`config.mk`:
```
export PLATFORM = sky130hd
export DESIGN_NAME = lja_liu
export DESIGN_NICKNAME = d
export VERILOG_FILES = /design/src/rtl/lja_pkg.sv /design/src/rtl/lja_liu.sv
export SDC_FILE = /design/constraint.sdc
export NUM_CORES = 1
export LEC_CHECK = 0
export ABC_CLOCK_PERIOD_IN_PS = 10500
export BUFFER_PORTS_ARGS = -buffer_cell sky130_fd_sc_hd__buf_2
export CAP_MARGIN = 40
export CORE_MARGIN = 2
export CORE_UTILIZATION = 58
export DETAILED_ROUTE_END_ITERATION = 10
export PLACE_DENSITY = 0.75
export SYNTH_ARGS = -nofsm -noshare
export SYNTH_HDL_FRONTEND = slang
export SYNTH_SLANG_ARGS = --single-unit
```
`constraint.sdc`:
```
create_clock -name aclk -period 10.5 [get_ports aclk]
set_input_delay 2.1 -clock aclk [delete_from_list [all_inputs] [get_ports aclk]]
set_output_delay 2.1 -clock aclk [all_outputs]
set_load 0.02 [all_outputs]
```
`src/rtl/lja_pkg.sv`:
```
`default_nettype none
package lja_pkg;
  // ****************
  // Register map
  // ****************
  localparam logic [7:0] LJA_OFF_CTRL = 8'h00;
  localparam logic [7:0] LJA_OFF_MAINT = 8'h04;
  localparam logic [7:0] LJA_OFF_LSTAT = 8'h08;
  localparam logic [7:0] LJA_OFF_LEVEL = 8'h0c;
  localparam int LJA_CTRL_DEPTH = 0;
  localparam int LJA_CTRL_PATH_LO = 1;
  localparam int LJA_CTRL_PATH_HI = 2;
  localparam int LJA_CTRL_E1 = 3;
  localparam int LJA_MNT_ANALOG = 0;
  localparam int LJA_MNT_LOCAL = 1;
  localparam int LJA_MNT_REM1 = 2;
  localparam int LJA_MNT_REM2 = 3;
  localparam int LJA_LSTAT_TRIP = 3;
  localparam logic [1:0] LJA_RESP_OKAY = 2'h0;
  localparam logic [1:0] LJA_RESP_SLVERR = 2'h2;
  typedef enum logic [1:0] {
    LJA_PATH_OFF = 2'h0,
    LJA_PATH_RX = 2'h1,
    LJA_PATH_TX = 2'h2,
    LJA_PATH_OFF2 = 2'h3
  } lja_path_t;
  // ****************
  // Smoother figures
  // ****************
  localparam int LJA_DEPTH_SHORT = 32;
  localparam int LJA_DEPTH_LONG = 128;
  localparam int LJA_LIMIT_SHORT_UI = 28;
  localparam int LJA_LIMIT_LONG_UI = 120;
  localparam int LJA_BITS_PER_WORD = 4;
  localparam longint LJA_ACLK_HZ = 20000000;
  localparam longint LJA_T1_HZ = 1544000;
  localparam longint LJA_E1_HZ = 2048000;
  localparam int LJA_NCO_W = 24;
  localparam logic [31:0] LJA_INC_T1 = 32'((LJA_T1_HZ << LJA_NCO_W) / LJA_ACLK_HZ);
  localparam logic [31:0] LJA_INC_E1 = 32'((LJA_E1_HZ << LJA_NCO_W) / LJA_ACLK_HZ);
  localparam int LJA_CORNER_T1_MHZ = 3750;
  localparam int LJA_CORNER_E1_MHZ = 600;
  // Loop gain shifts; the lower E1 corner takes the weaker gain
  localparam int LJA_GAIN_T1 = 6;
  localparam int LJA_GAIN_E1 = 3;
  // ****************
  // Carriers
  // ****************
  typedef struct packed {
    logic clk;
    logic stb;
    logic dat;
  } lja_bit_t;
endpackage
`default_nettype wire

```
`src/rtl/lja_liu.sv`:
```
`default_nettype none
// What this block does
// Each port instance holds its own independently configured attenuator.
// Attenuator depth selects 32 or 128 bits by a control field.
// Software picks 128 for large wander, 32 for low delay.
// Two path bits place attenuator in receive or transmit path, or off.
// Master clock is 1.544 or 2.048 MHz, or up to 8x either; the smoother here assumes a fixed 20 MHz aclk (LJA_ACLK_HZ).
// A smoothed clock from the selected source reads the attenuator FIFO.
// A gapped or bursty transmit clock is tolerated in transmit placement.
// Limit-trip flag latches beyond 120 UI (128 deep) or 28 UI (32 deep).
// Smoothing corner is 3.75 Hz for T1/J1, 0.6 Hz for E1.
// Analog loopback feeds transmit output to receiver, ignoring line input.
// Local loopback sends transmit data to receive framer and line.
// Remote loopback 1 returns line data to transmitter, bypassing attenuator.
// Remote loopback 2 returns line data to transmitter through attenuator.
// Dual loopback combines local and remote 1; attenuator optional.
// Only one loopback at a time, except the dual combination.

// ****************
// Attenuator FIFO
// ****************
module lja_fifo #(
  parameter int WIDTH = 4,
  parameter int DEPTH = 32
) (
  // Clock and reset
  input wire logic aclk,
  input wire logic aresetn,
  // Fill side
  input wire logic in_valid,
  output logic in_ready,
  input wire logic [WIDTH-1:0] in_data,
  // Drain side
  output logic out_valid,
  input wire logic out_ready,
  output logic [WIDTH-1:0] out_data,
  // Fill level
  output logic [$clog2(DEPTH):0] level
);
  localparam int AW = $clog2(DEPTH);
  typedef struct packed {
    logic [DEPTH-1:0][WIDTH-1:0] mem;
    logic [AW-1:0] wp;
    logic [AW-1:0] rp;
    logic [AW:0] cnt;
  } lja_fifo_st_t;
  lja_fifo_st_t st_r, st_nxt;
  logic push, pop;

  if (DEPTH < 2 || (DEPTH & (DEPTH - 1)) != 0) begin : g_chk
    $error("lja_fifo: DEPTH must be a power of two");
  end

  assign in_ready = st_r.cnt != (AW + 1)'(DEPTH);
  assign out_valid = st_r.cnt != '0;
  assign out_data = st_r.mem[st_r.rp];
  assign level = st_r.cnt;
  assign push = in_valid && in_ready;
  assign pop = out_valid && out_ready;

  always_comb begin
    st_nxt = st_r;
    if (push) begin
      st_nxt.mem[st_r.wp] = in_data;
      st_nxt.wp = st_r.wp + 1'b1;
    end
    if (pop) begin
      st_nxt.rp = st_r.rp + 1'b1;
    end
    st_nxt.cnt = st_r.cnt + (AW + 1)'(push) - (AW + 1)'(pop);
  end

  always_ff @(posedge aclk) begin
    if (!aresetn) begin
      st_r <= '0;
    end else begin
      st_r <= st_nxt;
    end
  end
endmodule

// ****************
// Line interface port
// ****************
module lja_liu
  import lja_pkg::*;
#(
  parameter int FIFO_DEPTH = 32
) (
  // Clock and reset
  input wire logic aclk,
  input wire logic aresetn,
  // AXI4-Lite slave
  input wire logic [7:0] s_axi_awaddr,
  input wire logic s_axi_awvalid,
  output logic s_axi_awready,
  input wire logic [31:0] s_axi_wdata,
  input wire logic [3:0] s_axi_wstrb,
  input wire logic s_axi_wvalid,
  output logic s_axi_wready,
  output logic [1:0] s_axi_bresp,
  output logic s_axi_bvalid,
  input wire logic s_axi_bready,
  input wire logic [7:0] s_axi_araddr,
  input wire logic s_axi_arvalid,
  output logic s_axi_arready,
  output logic [31:0] s_axi_rdata,
  output logic [1:0] s_axi_rresp,
  output logic s_axi_rvalid,
  input wire logic s_axi_rready,
  // Framer side
  input wire logic transmit_clock_input,
  input wire logic transmit_serial_data,
  output logic receive_clock_output,
  output logic receive_serial_data,
  // Line side, recovered and to transmitter
  input wire logic rx_recovered_clock,
  input wire logic rx_recovered_data,
  output logic tx_line_clock,
  output logic tx_line_data
);
  import lja_pkg::*;
  localparam int LW = $clog2(FIFO_DEPTH) + 1;
  localparam int BPW = LJA_BITS_PER_WORD;
  localparam logic [LW-1:0] CAP_LONG = LW'(LJA_DEPTH_LONG / BPW);
  localparam logic [LW-1:0] CAP_SHORT = LW'(LJA_DEPTH_SHORT / BPW);
  localparam logic [8:0] HALF_LONG = 9'(LJA_DEPTH_LONG / 2);
  localparam logic [8:0] HALF_SHORT = 9'(LJA_DEPTH_SHORT / 2);
  localparam logic [8:0] LIM_LONG = 9'(LJA_LIMIT_LONG_UI / 2);
  localparam logic [8:0] LIM_SHORT = 9'(LJA_LIMIT_SHORT_UI / 2);

  if (FIFO_DEPTH * BPW != LJA_DEPTH_LONG) begin : g_chk
    $error("lja_liu: FIFO must hold exactly the long depth");
  end

  typedef struct packed {
    logic depth_long;
    logic [1:0] path;
    logic e1;
    logic [3:0] mnt;
    logic trip;
    logic [2:0] sy_tc, sy_td, sy_rc, sy_rd;
    logic tc_lvl, rc_lvl;
    logic [3:0] pk_sh;
    logic [2:0] pk_cnt;
    logic pk_valid;
    logic [3:0] pk_word;
    logic [3:0] up_sh;
    logic [2:0] up_cnt;
    logic [LJA_NCO_W-1:0] nco;
    logic ja_bit;
    logic drain_on;
    logic line_clk, line_dat, line_stb, fr_clk, fr_dat;
    logic aw_got, w_got, w_lo;
    logic [7:0] awaddr;
    logic [31:0] wdata;
    logic awready, wready, bvalid, arready, rvalid;
    logic [1:0] bresp, rresp;
    logic [31:0] rdata;
  } lja_state_t;

  lja_state_t st_r, st_nxt;
  logic fifo_in_ready, fifo_out_valid, fifo_out_ready, fifo_in_valid;
  logic [3:0] fifo_out_data;
  logic [LW-1:0] fifo_level;
  logic [LW-1:0] cap;
  logic [8:0] occ, half, lim;
  logic analog, local_lb, rem1, rem2, ja_line, ja_fr, tc_edge, rc_edge, nco_carry;
  lja_bit_t tx_src, rx_eff, line_src, fr_src, ja_in;
  logic [31:0] inc, adj;
  logic [LJA_NCO_W:0] nco_sum;
  logic trip_evt, ctrl_wr, fifo_srst_n;

  function automatic logic mnt_legal(input logic [3:0] m);
    logic [3:0] dual;
    dual = '0;
    dual[LJA_MNT_LOCAL] = 1'b1;
    dual[LJA_MNT_REM1] = 1'b1;
    return $onehot0(m) || (m == dual);
  endfunction

  lja_fifo #(.WIDTH(BPW), .DEPTH(FIFO_DEPTH)) u_fifo (
    .aclk(aclk),
    .aresetn(fifo_srst_n),
    .in_valid(fifo_in_valid),
    .in_ready(fifo_in_ready),
    .in_data(st_r.pk_word),
    .out_valid(fifo_out_valid),
    .out_ready(fifo_out_ready),
    .out_data(fifo_out_data),
    .level(fifo_level)
  );

  // ****************
  // Routing and smoother
  // ****************
  assign analog = st_r.mnt[LJA_MNT_ANALOG];
  assign local_lb = st_r.mnt[LJA_MNT_LOCAL];
  assign rem1 = st_r.mnt[LJA_MNT_REM1];
  assign rem2 = st_r.mnt[LJA_MNT_REM2];
  // Edges only; a gapped clock just yields fewer strobes
  assign tc_edge = st_r.sy_tc[1] == st_r.sy_tc[2] && st_r.sy_tc[2] && !st_r.tc_lvl;
  assign rc_edge = st_r.sy_rc[1] == st_r.sy_rc[2] && st_r.sy_rc[2] && !st_r.rc_lvl;
  assign tx_src = '{clk: st_r.tc_lvl, stb: tc_edge, dat: st_r.sy_td[2]};
  assign ja_line = rem2 || (st_r.path == LJA_PATH_TX && !rem1);
  assign ja_fr = !ja_line && st_r.path == LJA_PATH_RX;
  assign cap = st_r.depth_long ? CAP_LONG : CAP_SHORT;
  assign half = st_r.depth_long ? HALF_LONG : HALF_SHORT;
  assign lim = st_r.depth_long ? LIM_LONG : LIM_SHORT;
  assign occ = 9'({fifo_level, 2'b00}) + 9'(st_r.pk_cnt) + 9'({st_r.pk_valid, 2'b00})
    + 9'(st_r.up_cnt);
  assign fifo_in_valid = st_r.pk_valid && fifo_level < cap;
  // Read rate tracks fill error; gain sets the loop corner
  assign adj = 32'(signed'({23'h0, occ}) - signed'({23'h0, half}));
  assign inc = (st_r.e1 ? LJA_INC_E1 : LJA_INC_T1)
    + (st_r.e1 ? (adj <<< LJA_GAIN_E1) : (adj <<< LJA_GAIN_T1));
  assign nco_sum = {1'b0, st_r.nco} + (LJA_NCO_W + 1)'(inc);
  assign nco_carry = nco_sum[LJA_NCO_W];
  assign fifo_out_ready = nco_carry && st_r.up_cnt == 3'h0 && st_r.drain_on;
  assign ctrl_wr = st_r.aw_got && st_r.w_got && !st_r.bvalid && st_r.w_lo
    && st_r.awaddr == LJA_OFF_CTRL;
  // New depth or path starts empty, so the fill never exceeds a shrunk depth
  assign fifo_srst_n = aresetn && !ctrl_wr;

  always_comb begin
    // Receive line ignored during analog loopback
    rx_eff = '{clk: st_r.rc_lvl, stb: rc_edge, dat: st_r.sy_rd[2]};
    if (analog) begin
      rx_eff = '{clk: st_r.line_clk, stb: st_r.line_stb, dat: st_r.line_dat};
    end
    line_src = (rem1 || rem2) ? rx_eff : tx_src;
    fr_src = local_lb ? tx_src : rx_eff;
    ja_in = ja_line ? line_src : fr_src;
  end

  always_comb begin
    st_nxt = st_r;
    trip_evt = 1'b0;
    // Three-stage pin synchronisers
    st_nxt.sy_tc = {st_r.sy_tc[1:0], transmit_clock_input};
    st_nxt.sy_td = {st_r.sy_td[1:0], transmit_serial_data};
    st_nxt.sy_rc = {st_r.sy_rc[1:0], rx_recovered_clock};
    st_nxt.sy_rd = {st_r.sy_rd[1:0], rx_recovered_data};
    if (st_r.sy_tc[1] == st_r.sy_tc[2]) begin
      st_nxt.tc_lvl = st_r.sy_tc[2];
    end
    if (st_r.sy_rc[1] == st_r.sy_rc[2]) begin
      st_nxt.rc_lvl = st_r.sy_rc[2];
    end
    // Packer fills the FIFO; a full buffer drops the bit and trips
    if (fifo_in_valid && fifo_in_ready) begin
      st_nxt.pk_valid = 1'b0;
    end
    if (ja_in.stb && (ja_line || ja_fr)) begin
      if (st_r.pk_cnt == 3'(BPW - 1) && st_nxt.pk_valid) begin
        trip_evt = 1'b1;
      end else if (st_r.pk_cnt == 3'(BPW - 1)) begin
        st_nxt.pk_word = {ja_in.dat, st_r.pk_sh[3:1]};
        st_nxt.pk_valid = 1'b1;
        st_nxt.pk_cnt = 3'h0;
      end else begin
        st_nxt.pk_sh = {ja_in.dat, st_r.pk_sh[3:1]};
        st_nxt.pk_cnt = st_r.pk_cnt + 3'h1;
      end
      // Limit applies once centred; the start-up fill is not jitter
      if (st_r.drain_on && (occ > half + lim || occ + lim < half)) begin
        trip_evt = 1'b1;
      end
    end
    // Smoothed clock drains one bit per carry
    st_nxt.nco = nco_sum[LJA_NCO_W-1:0];
    if (nco_carry) begin
      if (st_r.up_cnt != 3'h0) begin
        st_nxt.ja_bit = st_r.up_sh[0];
        st_nxt.up_sh = {1'b0, st_r.up_sh[3:1]};
        st_nxt.up_cnt = st_r.up_cnt - 3'h1;
      end else if (fifo_out_valid && st_r.drain_on) begin
        st_nxt.ja_bit = fifo_out_data[0];
        st_nxt.up_sh = {1'b0, fifo_out_data[3:1]};
        st_nxt.up_cnt = 3'(BPW - 1);
      end else if ((ja_line || ja_fr) && st_r.drain_on) begin
        // Underflow holds the last bit and refills to half before reading on
        trip_evt = 1'b1;
        st_nxt.drain_on = 1'b0;
      end
    end
    // Slow loop cannot centre itself, so reading waits for half depth
    if (!st_r.drain_on && occ >= half) begin
      st_nxt.drain_on = 1'b1;
    end
    if (trip_evt) begin
      st_nxt.trip = 1'b1;
    end
    // Output stages
    st_nxt.line_stb = ja_line ? nco_carry : line_src.stb;
    st_nxt.line_clk = ja_line ? !nco_sum[LJA_NCO_W-1] : line_src.clk;
    if (ja_line && nco_carry) begin
      st_nxt.line_dat = st_nxt.ja_bit;
    end else if (!ja_line && line_src.stb) begin
      st_nxt.line_dat = line_src.dat;
    end
    st_nxt.fr_clk = ja_fr ? !nco_sum[LJA_NCO_W-1] : fr_src.clk;
    if (ja_fr && nco_carry) begin
      st_nxt.fr_dat = st_nxt.ja_bit;
    end else if (!ja_fr && fr_src.stb) begin
      st_nxt.fr_dat = fr_src.dat;
    end
    // AXI4-Lite write
    if (st_r.bvalid && s_axi_bready) begin
      st_nxt.bvalid = 1'b0;
    end
    if (s_axi_awvalid && st_r.awready) begin
      st_nxt.aw_got = 1'b1;
      st_nxt.awaddr = s_axi_awaddr;
    end
    if (s_axi_wvalid && st_r.wready) begin
      st_nxt.w_got = 1'b1;
      st_nxt.wdata = s_axi_wdata;
      st_nxt.w_lo = s_axi_wstrb[0];
    end
    if (st_r.aw_got && st_r.w_got && !st_r.bvalid) begin
      st_nxt.aw_got = 1'b0;
      st_nxt.w_got = 1'b0;
      st_nxt.bvalid = 1'b1;
      st_nxt.bresp = LJA_RESP_OKAY;
      case (st_r.awaddr)
        LJA_OFF_CTRL: begin
          if (st_r.w_lo) begin
            st_nxt.depth_long = st_r.wdata[LJA_CTRL_DEPTH];
            st_nxt.path = st_r.wdata[LJA_CTRL_PATH_HI:LJA_CTRL_PATH_LO];
            st_nxt.e1 = st_r.wdata[LJA_CTRL_E1];
            st_nxt.drain_on = 1'b0;
          end
        end
        LJA_OFF_MAINT: begin
          // Illegal combinations are dropped, old mode kept
          if (st_r.w_lo && mnt_legal(st_r.wdata[3:0])) begin
            st_nxt.mnt = st_r.wdata[3:0];
          end
        end
        LJA_OFF_LSTAT: begin
          // Clear loses to a trip in the same cycle
          if (st_r.w_lo && st_r.wdata[LJA_LSTAT_TRIP] && !trip_evt) begin
            st_nxt.trip = 1'b0;
          end
        end
        LJA_OFF_LEVEL: begin
          st_nxt.bresp = LJA_RESP_OKAY;
        end
        default: begin
          st_nxt.bresp = LJA_RESP_SLVERR;
        end
      endcase
    end
    st_nxt.awready = !st_nxt.aw_got && !st_nxt.bvalid;
    st_nxt.wready = !st_nxt.w_got && !st_nxt.bvalid;
    // AXI4-Lite read
    if (st_r.rvalid && s_axi_rready) begin
      st_nxt.rvalid = 1'b0;
    end
    if (s_axi_arvalid && st_r.arready) begin
      st_nxt.rvalid = 1'b1;
      st_nxt.rresp = LJA_RESP_OKAY;
      st_nxt.rdata = '0;
      case (s_axi_araddr)
        LJA_OFF_CTRL: begin
          st_nxt.rdata[LJA_CTRL_DEPTH] = st_r.depth_long;
          st_nxt.rdata[LJA_CTRL_PATH_HI:LJA_CTRL_PATH_LO] = st_r.path;
          st_nxt.rdata[LJA_CTRL_E1] = st_r.e1;
        end
        LJA_OFF_MAINT: begin
          st_nxt.rdata[3:0] = st_r.mnt;
        end
        LJA_OFF_LSTAT: begin
          st_nxt.rdata[LJA_LSTAT_TRIP] = st_r.trip;
        end
        LJA_OFF_LEVEL: begin
          st_nxt.rdata[8:0] = occ;
        end
        default: begin
          st_nxt.rresp = LJA_RESP_SLVERR;
        end
      endcase
    end
    st_nxt.arready = !st_nxt.rvalid;
  end

  always_ff @(posedge aclk) begin
    if (!aresetn) begin
      st_r <= '0;
    end else begin
      st_r <= st_nxt;
    end
  end

  assign s_axi_awready = st_r.awready;
  assign s_axi_wready = st_r.wready;
  assign s_axi_bvalid = st_r.bvalid;
  assign s_axi_bresp = st_r.bresp;
  assign s_axi_arready = st_r.arready;
  assign s_axi_rvalid = st_r.rvalid;
  assign s_axi_rresp = st_r.rresp;
  assign s_axi_rdata = st_r.rdata;
  assign receive_clock_output = st_r.fr_clk;
  assign receive_serial_data = st_r.fr_dat;
  assign tx_line_clock = st_r.line_clk;
  assign tx_line_data = st_r.line_dat;
endmodule
`default_nettype wire

```
==> results of run 1 <==
## registers in the layout (all words and copies together), names as in the netlist
register and flops:
s_axi_rresp 1, s_axi_bresp 1, analog 1, u_fifo.st_r 138, tx_line_clock 1, receive_clock_output 1, st_r 70, local_lb 1
s_axi_rvalid 1, s_axi_arready 1, u_fifo.level 6, s_axi_awready 1, st_nxt 8, s_axi_rdata 9, receive_serial_data 1, s_axi_wready 1
rem2 1, rem1 1, tx_line_data 1, s_axi_bvalid 1
## cell usage after synthesis (12+ instances only)
master and n:
a21oi_1 158, and2_1 20, buf_1 12, buf_4 36, clkbuf_1 75, dfxtp_1 246
ha_1 67, inv_1 42, mux2i_1 60, mux4_2 41, nand2_1 179, nand2b_1 21
nand3_1 15, nor2_1 165, nor3_1 12, o21ai_0 125, xnor2_1 31, xor2_1 16
## critical path, delay by kind of cell, from the launching register on
family | cells | cell delay, ns
mux | 1 | 0.28
buf+inv | 4 | 0.43
fa+ha+maj | 10 | 3.46
xor+xnor | 3 | 0.44
simple gates | 8 | 1.86
flops | 1 | 0.35
compound gates | 9 | 1.58
## through the flow
step / cells / hold WS [ns] / util / total power, µW / worst slack, ns
2_1_floorplan: 1499 / 0.412 / - / 1220 / 2.48
5_1_grt: 1759 / 0.455 / 0.639 / 2280 / 1.33
3_5_place_dp: 1713 / 0.422 / 0.598 / 1260 / 2.01
4_1_cts: 1759 / 0.436 / 0.639 / 2200 / 1.96
3_3_place_gp: 1711 / 0.417 / 0.596 / 1250 / 2.16
6_report: 1759 / 0.432 / 0.639 / 2190 / 1.93
## cell type report
cell class,count,share of cell area
Timing Repair Buffer,65,0.0279
Tap cell,280,0.0252
Clock inverter,12,0.0110
Clock buffer,34,0.0526
Inverter,43,0.0116
Sequential cell,246,0.354
Multi-Input combinational cell,1079,0.517
## metal layers
metal  global-route usage  vias up  wire length [µm]
met1                0.307     4806             12500
met2                0.404      250             13400
met3               0.0338       60              1410
met5                    0        -                 0
met4               0.0750        0               812
li1                     -     5035                 -
## cells by family (layout without fill, tap and decap cells)
logic type	count (synthesis)	in the layout	synth area share
AOI/OAI and AO/OA	364	364	0.163
other	1	25	0.000292
buffers and inverters	174	154	0.0632
DFF	246	246	0.384
adders and majority gates	73	73	0.0747
muxes	105	105	0.123
and+or+nand+nor	465	465	0.160
xor gates and xnor gates	47	47	0.0321
## power groups by stage
stage | clock [µW] | combinational, µW | sequential, µW
5_1_grt | 998 | 297 | 984
3_3_place_gp | 0 | 252 | 1000
3_5_place_dp | 0 | 259 | 1000
6_report | 949 | 261 | 980
4_1_cts | 962 | 261 | 981
2_1_floorplan | 0 | 218 | 999
## path summary, 6_finish.rpt
| check | start | end | slack, ns |
|---|---|---|---|
| worst max register to register | st_r[117] | u_fifo.level[4] | 1.93 |
| worst min register to register | st_nxt[146] | st_nxt[147] | 0.43 |
| worst min-delay path | st_nxt[146] | st_nxt[147] | 0.43 |
| worst max-delay path | st_r[117] | u_fifo.level[4] | 1.93 |
==> run summary, run 1 <==
post-cts sizing count: 0
sw frac: 0.251
synthesized netlist cell count: 1475
reg2reg path depth: 35
Boundary Pins: 108
Most used DFF post-synth: dfxtp_1
max-cap violations: 0
P_sw: 551 µW
Yosys top cell by area: dfxtp_1
Setup violations, final: 0
combinational fraction of design power: 0.119
Routed WL: 28100 µm
Post-CTS Setup Bufs: 0
clk sinks: 246
largest net degree at the start of global routing: 77
DRC errors left: 0
Vias per Instance: 5.77
Worst path max stage delay: 0.57 ns
Warnings, synthesis: 0
Placed Instance Area: 13000 µm²
area share of the largest cell type after synthesis: 0.384
Critical Path RT: 10.88 ns
Final min period: 8.57 ns
status: finished clean
Max IR drop VDD: 113 µV
flops & latches, synth: 246
commonest non-fill, non-tap cell in the layout: dfxtp_1
DRT antenna net count: 0
fraction of registers with async set/reset: 0
num rows: 54
post-synthesis sequential area ratio: 0.384
most area-consuming cells after synthesis: dfxtp_1 38%, mux4_2 7.2%, ha_1 6.5%
Die ar.: 23300 µm²
Clk pwr share: 0.433
root buf cell: clkbuf_16
DR vias: 10200
initial core utilization: 0.590
initial antenna violation count: 0
Tcrit/Tclk final: 0.816
crit path DAT: 8.95 ns
Leak Pwr: 0.00514 µW
CTS tree: yes
Pins Over Slew Limit: 0
fmax: 117 MHz
TritonCTS Buffers: 26
1st-pass router iterations: 5
Routed wire per std cell: 16.0 µm
Clock Skews: 0.0323 ns
drt first-iter violations: 645
most frequent CP cell: ha_1
Filler Cell Count: 1839
ratio of cells with drive above 1 in the final layout: 0.116
Die Span Y: 153 µm
max_slew headroom: 0.422
die width: 153 µm
Setup crit end kind: flop
sequential share of power: 0.448
pwr dens: 158 nW/µm²
CP max stage cell: fa_1
core area: 21800 µm²
Hold-fix buffers, CTS: 0
CTS max path bufs: 3
Clock Latency Late Sink: 0.55 ns
DP HPWL: 18700 µm
setup_tns: 0 ns
worst-margin pin slew: 0.860 ns
mean area per synthesized cell: 8.70 µm²
Buffers on Ports: 51
hold violation total from the final report: 0
Final GP Congestion: 0.828
first-pass GRT wire length: 46800 µm
final-stage net count: 1597
antenna cells: 0
HP Class: reg2reg
Post-Syn Area: 12800 µm²
CTS clk-pin slew, worst paths: 0.06 ns
CP Class: reg2reg
crit path max fanout: 11
Synth cell types: 73
vias in the first global route: 9691
total gr overflow: 0
Register Area: 4930 µm²
RSZ-0062 raised after global routing: no
H-tree depth: 1
Design Area, Final: 13900 µm²
cell-internal power: 1640 µW
worst hold path cell count: 1
Area Growth Syn to Fin: 8.35%
Multi-input gate area: 7190 µm²
Post-synth EDFFs: 0
GRT Total Usage: 0.235
Setup crit start kind: flop
most frequent cells in the layout: 245 x dfxtp_1, 179 x nand2_1, 165 x nor2_1
(Power assumes the default switching activity.)
==> run 2, diff against run 1 <==
ABC_CLOCK_PERIOD_IN_PS = 6900   (was 10500)
CORE_UTILIZATION = 55   (was 58)
PLACE_DENSITY = 0.74   (was 0.75)
clock period = 6.9 ns   (was 10.5 ns; I/O delays follow)
==> run summary, run 2 (synthesized netlist as in run 1, its figures left out) <==
most frequent cells in the layout: 243 x dfxtp_1, 178 x nand2_1, 165 x nor2_1
Buffers on Ports: 51 (unchanged)
final-stage net count: 1674 (+4.8%)
CTS max path bufs: 3 (unchanged)
Die ar.: 24600 µm² (+5.3%)
Pins Over Slew Limit: 0 (unchanged)
TritonCTS Buffers: 27 (+3.8%)
Top reg by flops: u_fifo.st_r
commonest non-fill, non-tap cell in the layout: dfxtp_1
Leak Pwr: 0.00553 µW (+7.4%)
Final GP Congestion: 0.863 (+4.3%)
pwr dens: 235 nW/µm² (+49%)
hold violation total from the final report: 0 (unchanged)
met2 Use GR: 0.409 (+0.00429)
Die Span Y: 157 µm (+2.6%)
most frequent CP cell: ha_4
setup_tns: -0.995 ns (-0.995 ns)
R2R setup slack: -0.36 ns (-2.29 ns)
largest net degree at the start of global routing: 89 (+16%)
first-pass GRT wire length: 47300 µm (+0.93%)
met1 Resource Use GR: 0.300 (-0.00656)
max reg flops: 138 (unchanged)
Tcrit/Tclk final: 1.05 (+0.236)
max_slew headroom: 0.389 (-0.0332)
Routed wire per std cell: 15.5 µm (-2.8%)
die width: 157 µm (+2.6%)
Area Growth Syn to Fin: 14.5%
1st-pass router iterations: 6 (+1)
Setup crit end kind: flop
Clock Latency Late Sink: 0.54 ns (about the same)
initial antenna violation count: 0 (unchanged)
Setup violations, final: 5 (+5)
Worst path max stage delay: 0.56 ns (about the same)
crit path DAT: 7.66 ns (-1.29 ns)
H-tree depth: 1 (unchanged)
core area: 22800 µm² (+4.7%)
post-route insts no fill: 1871 (+6.4%)
worst setup path startpoint: st_r[117]
Final min period: 7.26 ns (-1.31 ns)
ratio of cells with drive above 1 in the final layout: 0.182 (+0.0653)
cell total after placement: 1817 (+6.1%)
num rows: 55 (+1.9%)
Boundary Pins: 108 (unchanged)
GRT Total Usage: 0.232 (-0.00354)
Worst Hold End: st_nxt[141]
clk sinks: 246 (unchanged)
status: complete, but fails checks
reg2reg path depth: 35 (unchanged)
fmax: 138 MHz (+18%)
CP Class: reg2reg
DRT antenna net count: 0 (unchanged)
total gr overflow: 0 (unchanged)
Routed WL: 29100 µm (+3.4%)
Critical Path RT: 7.30 ns (-3.58 ns)
DRC errors left: 0 (unchanged)
GRT busiest layer: met2
DP HPWL: 19500 µm (+4.5%)
Setup crit start kind: flop
Worst R2R Start: st_r[117]
drt first-iter violations: 562 (-13%)
antenna cells: 0 (unchanged)
worst hold path cell count: 1 (unchanged)
Clock Skews: 0.0166 ns (-0.0157 ns)
root buf cell: clkbuf_16
start point of the worst hold path: st_nxt[140]
DR vias: 10400 (+2.9%)
global routing met3 resource utilization: 0.0288 (-0.00504)
failing checks: negative setup slack
RSZ-0062 raised after global routing: yes
CTS tree: yes
Vias per Instance: 5.58 (-3.2%)
CP max stage cell: fa_1
Final WS setup: -0.359 ns (-2.29 ns)
R2R Path End: u_fifo.level[4]
vias in the first global route: 9798 (+1.1%)
Max IR drop VDD: 171 µV (+51%)
CTS clk-pin slew, worst paths: 0.06 ns (about the same)
max-cap violations: 0 (unchanged)
initial core utilization: 0.563 (-0.0265)
crit path max fanout: 3 (-8)
HP Class: reg2reg
Hold-fix buffers, CTS: 0 (unchanged)
worst-margin pin slew: 0.917 ns (+0.0564 ns)
==> run 2: changes by cell type in the layout (fill, tap and decap cells not counted), sizes merged <==
cell / change
clkinvlp: +1
bufinv: -1
clkinv: -1
buf: +76
clkbuf: +3
inv: +1
==> run 2: worst max-delay path, delay by kind of cell (launching register included) <==
family	cells	cell delay (ns)
compound gates	9	1.58
xor+xnor	3	0.44
fa+ha+maj	10	2.97
buf+inv	4	0.25
flops	1	0.33
mux	1	0.19
simple gates	8	1.38
==> run 2: per-stage QoR <==
stage               hold slack [ns]  worst slack, ns  instance area, µm²  utilization  power, µW
CTS                           0.432           -0.306               14600        0.643       3470
floorplan                     0.412           -0.412               13000            -       1860
detailed placement            0.421           -0.517               13700        0.600       2010
global route                  0.456           -0.615               14700        0.645       3600
finish                        0.431           -0.359               14700        0.645       3460
global placement              0.417           -0.416               13600        0.599       1990
==> run 2: timing repair <==
| action | 4_1_cts | 5_1_grt |
|---|---|---|
| resized for setup | 11 | 8 |
| pin swaps | 20 | 5 |
| hold endpoints to repair | 0 | 0 |
| buffers inserted | 3 | 2 |
| setup endpoints to repair | 5 | 8 |
==> run 2: final cells by class <==
| type | instances | area [µm²] |
|---|---|---|
| repair buffers | 141 | 946 |
| clock buffers | 37 | 783 |
| multi-input cells | 1079 | 7350 |
| well taps | 313 | 392 |
| fillers | 1829 | 8090 |
| clock inverters | 12 | 130 |
| flip-flops and latches | 246 | 4930 |
| inverters | 43 | 164 |
==> run 2: metal layers <==
layer  share of wire  vias up  routed length (µm)
met5               0        -                   0
met4           0.020        0                 576
met3           0.040       43                1170
met2            0.49      237               14300
met1            0.45     4983               13000
li1                -     5185                   -
==> run 2: worst max-delay path by stage <==
stage / endpoint / slack, ns / depth (start not counted)
floorplan: u_fifo.level[4] / -0.41 / 35
global placement: u_fifo.level[4] / -0.42 / 34
detailed placement: u_fifo.level[4] / -0.52 / 35
CTS: u_fifo.level[4] / -0.31 / 35
global route: u_fifo.level[4] / -0.62 / 35
finish: u_fifo.level[4] / -0.36 / 35
==> run 2: power by group <==
part | internal, µW | total (µW) | switching, µW
Combinational | 245 | 506 | 261
Sequential | 1470 | 1490 | 21.0
Clock | 870 | 1460 | 589
==> run 3, diff against run 2 <==
CELL_PAD_IN_SITES_DETAIL_PLACEMENT = 1   (was not set)
CELL_PAD_IN_SITES_GLOBAL_PLACEMENT = 2   (was not set)
CORE_UTILIZATION = 34   (was 55)
==> run summary, run 3 (synthesized netlist as in run 1, its figures left out) <==
status: complete, but fails checks
failing checks: negative setup slack
DRT antenna net count: 0 (unchanged)
pwr dens: 231 nW/µm² (-1.7%)
Worst path max stage delay: 0.55 ns (about the same)
total gr overflow: 0 (unchanged)
HP Class: reg2reg
ratio of cells with drive above 1 in the final layout: 0.205 (+0.0231)
R2R setup slack: -0.64 ns (-0.29 ns)
initial antenna violation count: 0 (unchanged)
max_slew headroom: 0.387 (-0.00176)
GRT Total Usage: 0.182 (-0.0495)
Setup crit start kind: flop
Boundary Pins: 108 (unchanged)
Setup Slack @ Placement: -0.682 ns (-0.165 ns)
setup_tns: -2.60 ns (-1.61 ns)
R2R Path End: st_r[148]
Routed WL: 35700 µm (+23%)
Pins Over Slew Limit: 0 (unchanged)
Final WS setup: -0.645 ns (-0.286 ns)
Final min period: 7.54 ns (+0.286 ns)
commonest non-fill, non-tap cell in the layout: dfxtp_1
core area: 37400 µm² (+64%)
Critical Path RT: 7.34 ns (+0.04 ns)
Setup violations, final: 6 (+1)
Worst R2R Start: st_r[129]
Worst Hold End: st_nxt[141]
most frequent CP cell: buf_4
worst hold path cell count: 1 (unchanged)
first-pass GRT wire length: 58000 µm (+23%)
RSZ-0062 raised after global routing: yes
drt first-iter violations: 386 (-31%)
crit path DAT: 7.98 ns (+0.32 ns)
H-tree depth: 1 (unchanged)
Die ar.: 39300 µm² (+60%)
fmax: 133 MHz (-3.8%)
CTS max path bufs: 3 (unchanged)
worst setup path startpoint: st_r[129]
Area Growth Syn to Fin: 19.3%
Die Span Y: 198 µm (+26%)
DRC errors left: 0 (unchanged)
CP Class: reg2reg
Max IR drop VDD: 202 µV (+18%)
TritonCTS Buffers: 28 (+3.7%)
worst-margin pin slew: 0.912 ns (-0.00438 ns)
start point of the worst hold path: st_nxt[140]
Leak Pwr: 0.00577 µW (+4.4%)
max reg flops: 138 (unchanged)
total power: 3540 µW (+2.4%)
Placed Instance Area: 13900 µm² (+2.1%)
Tcrit/Tclk final: 1.09 (+0.0414)
CTS tree: yes
final-stage net count: 1716 (+2.5%)
largest net degree at the start of global routing: 79 (-11%)
CTS clk-pin slew, worst paths: 0.06 ns (about the same)
antenna cells: 0 (unchanged)
Top reg by flops: u_fifo.st_r
Final GP Congestion: 0.795 (-7.9%)
1st-pass router iterations: 5 (-1)
die width: 198 µm (+26%)
root buf cell: clkbuf_16
cell family with most CP delay: buffers and inverters
Setup crit end kind: flop
reg2reg path depth: 44 (+26%)
hold violation total from the final report: 0 (unchanged)
Clock Skews: 0.0107 ns (-0.00587 ns)
DP HPWL: 23500 µm (+21%)
Vias per Instance: 5.07 (-9.1%)
CP max stage cell: fa_1
Buffers on Ports: 51 (unchanged)
Hold-fix buffers, CTS: 0 (unchanged)
crit path max fanout: 2 (-1)
clk sinks: 246 (unchanged)
initial core utilization: 0.343 (-0.220)
vias in the first global route: 11100 (+13%)
DR vias: 10700 (+2.6%)
Routed wire per std cell: 16.9 µm (+8.7%)
Clock Latency Late Sink: 0.55 ns (about the same)
most frequent cells in the layout: 243 x dfxtp_1, 178 x nand2_1, 164 x nor2_1
max-cap violations: 0 (unchanged)
buffers and inverters on the worst path: 30 (+26)
num rows: 71 (+29%)
Design Area, Final: 15300 µm² (+4.1%)
## run 3: cell count changes in the layout (fill, tap and decap cells not counted), sizes merged
cell / delta
clkinvlp: +1
clkinv: -2
inv: -2
clkbuf: +6
buf: +41
## run 3: worst register-to-register path: cells and delay by family (launching register included)
family                   cells  cell delay, ns
buffers and inverters       30            3.73
adder cells (fa/ha/maj)      5            1.84
AO/OA/AOI/OAI                6            1.18
flip-flops                   1            0.33
XOR/XNOR                     2            0.25
AND/OR/NAND/NOR              1            0.08
## run 3: worst max path at each step
stage / cells past startpoint / end / slack, ns
6_report: 44 / st_r[148] / -0.64
5_1_grt: 35 / u_fifo.level[4] / -0.81
4_1_cts: 34 / u_fifo.level[4] / -0.43
3_5_place_dp: 34 / u_fifo.level[4] / -0.68
3_3_place_gp: 34 / u_fifo.level[4] / -0.55
2_1_floorplan: 35 / u_fifo.level[4] / -0.41
## run 3: final cells by class
type / instances / area [µm²]
clock buffer: 43 / 828
clock inverter: 9 / 103
fill: 4365 / 22100
inverter: 43 / 164
multi-input combinational: 1079 / 7380
sequential: 246 / 4930
tap: 511 / 639
timing repair buffer: 182 / 1250
## run 3: routing by layer
layer | GRT usage | share of wire | up-vias
li1 | - | - | 5270
met1 | 0.226 | 0.45 | 5277
met2 | 0.330 | 0.50 | 124
met3 | 0.0237 | 0.027 | 49
met4 | 0.0490 | 0.023 | 0
met5 | 0 | 0 | -
## run 3: what timing repair did
action | 4_1_cts | 5_1_grt
endpoints found under the setup margin | 8 | 12
pin swaps | 20 | 14
setup buffers | 33 | 9
resized for setup | 14 | 20
## run 3: per-stage QoR
| step | util | hold WS (ns) | instances |
|---|---|---|---|
| final | 0.409 | 0.433 | 2113 |
| after global routing | 0.409 | 0.446 | 2113 |
| after CTS | 0.406 | 0.435 | 2106 |
| after detailed placement | 0.373 | 0.421 | 2021 |
| after global placement | 0.373 | 0.415 | 2021 |
| after floorplan | - | 0.412 | 1499 |
## run 3: power by group
part | total [µW] | switching, µW | internal [µW] | leakage, µW
registers | 1490 | 22.1 | 1470 | 0.00199
clock network | 1510 | 614 | 899 | 0.000448
logic | 534 | 276 | 258 | 0.00333
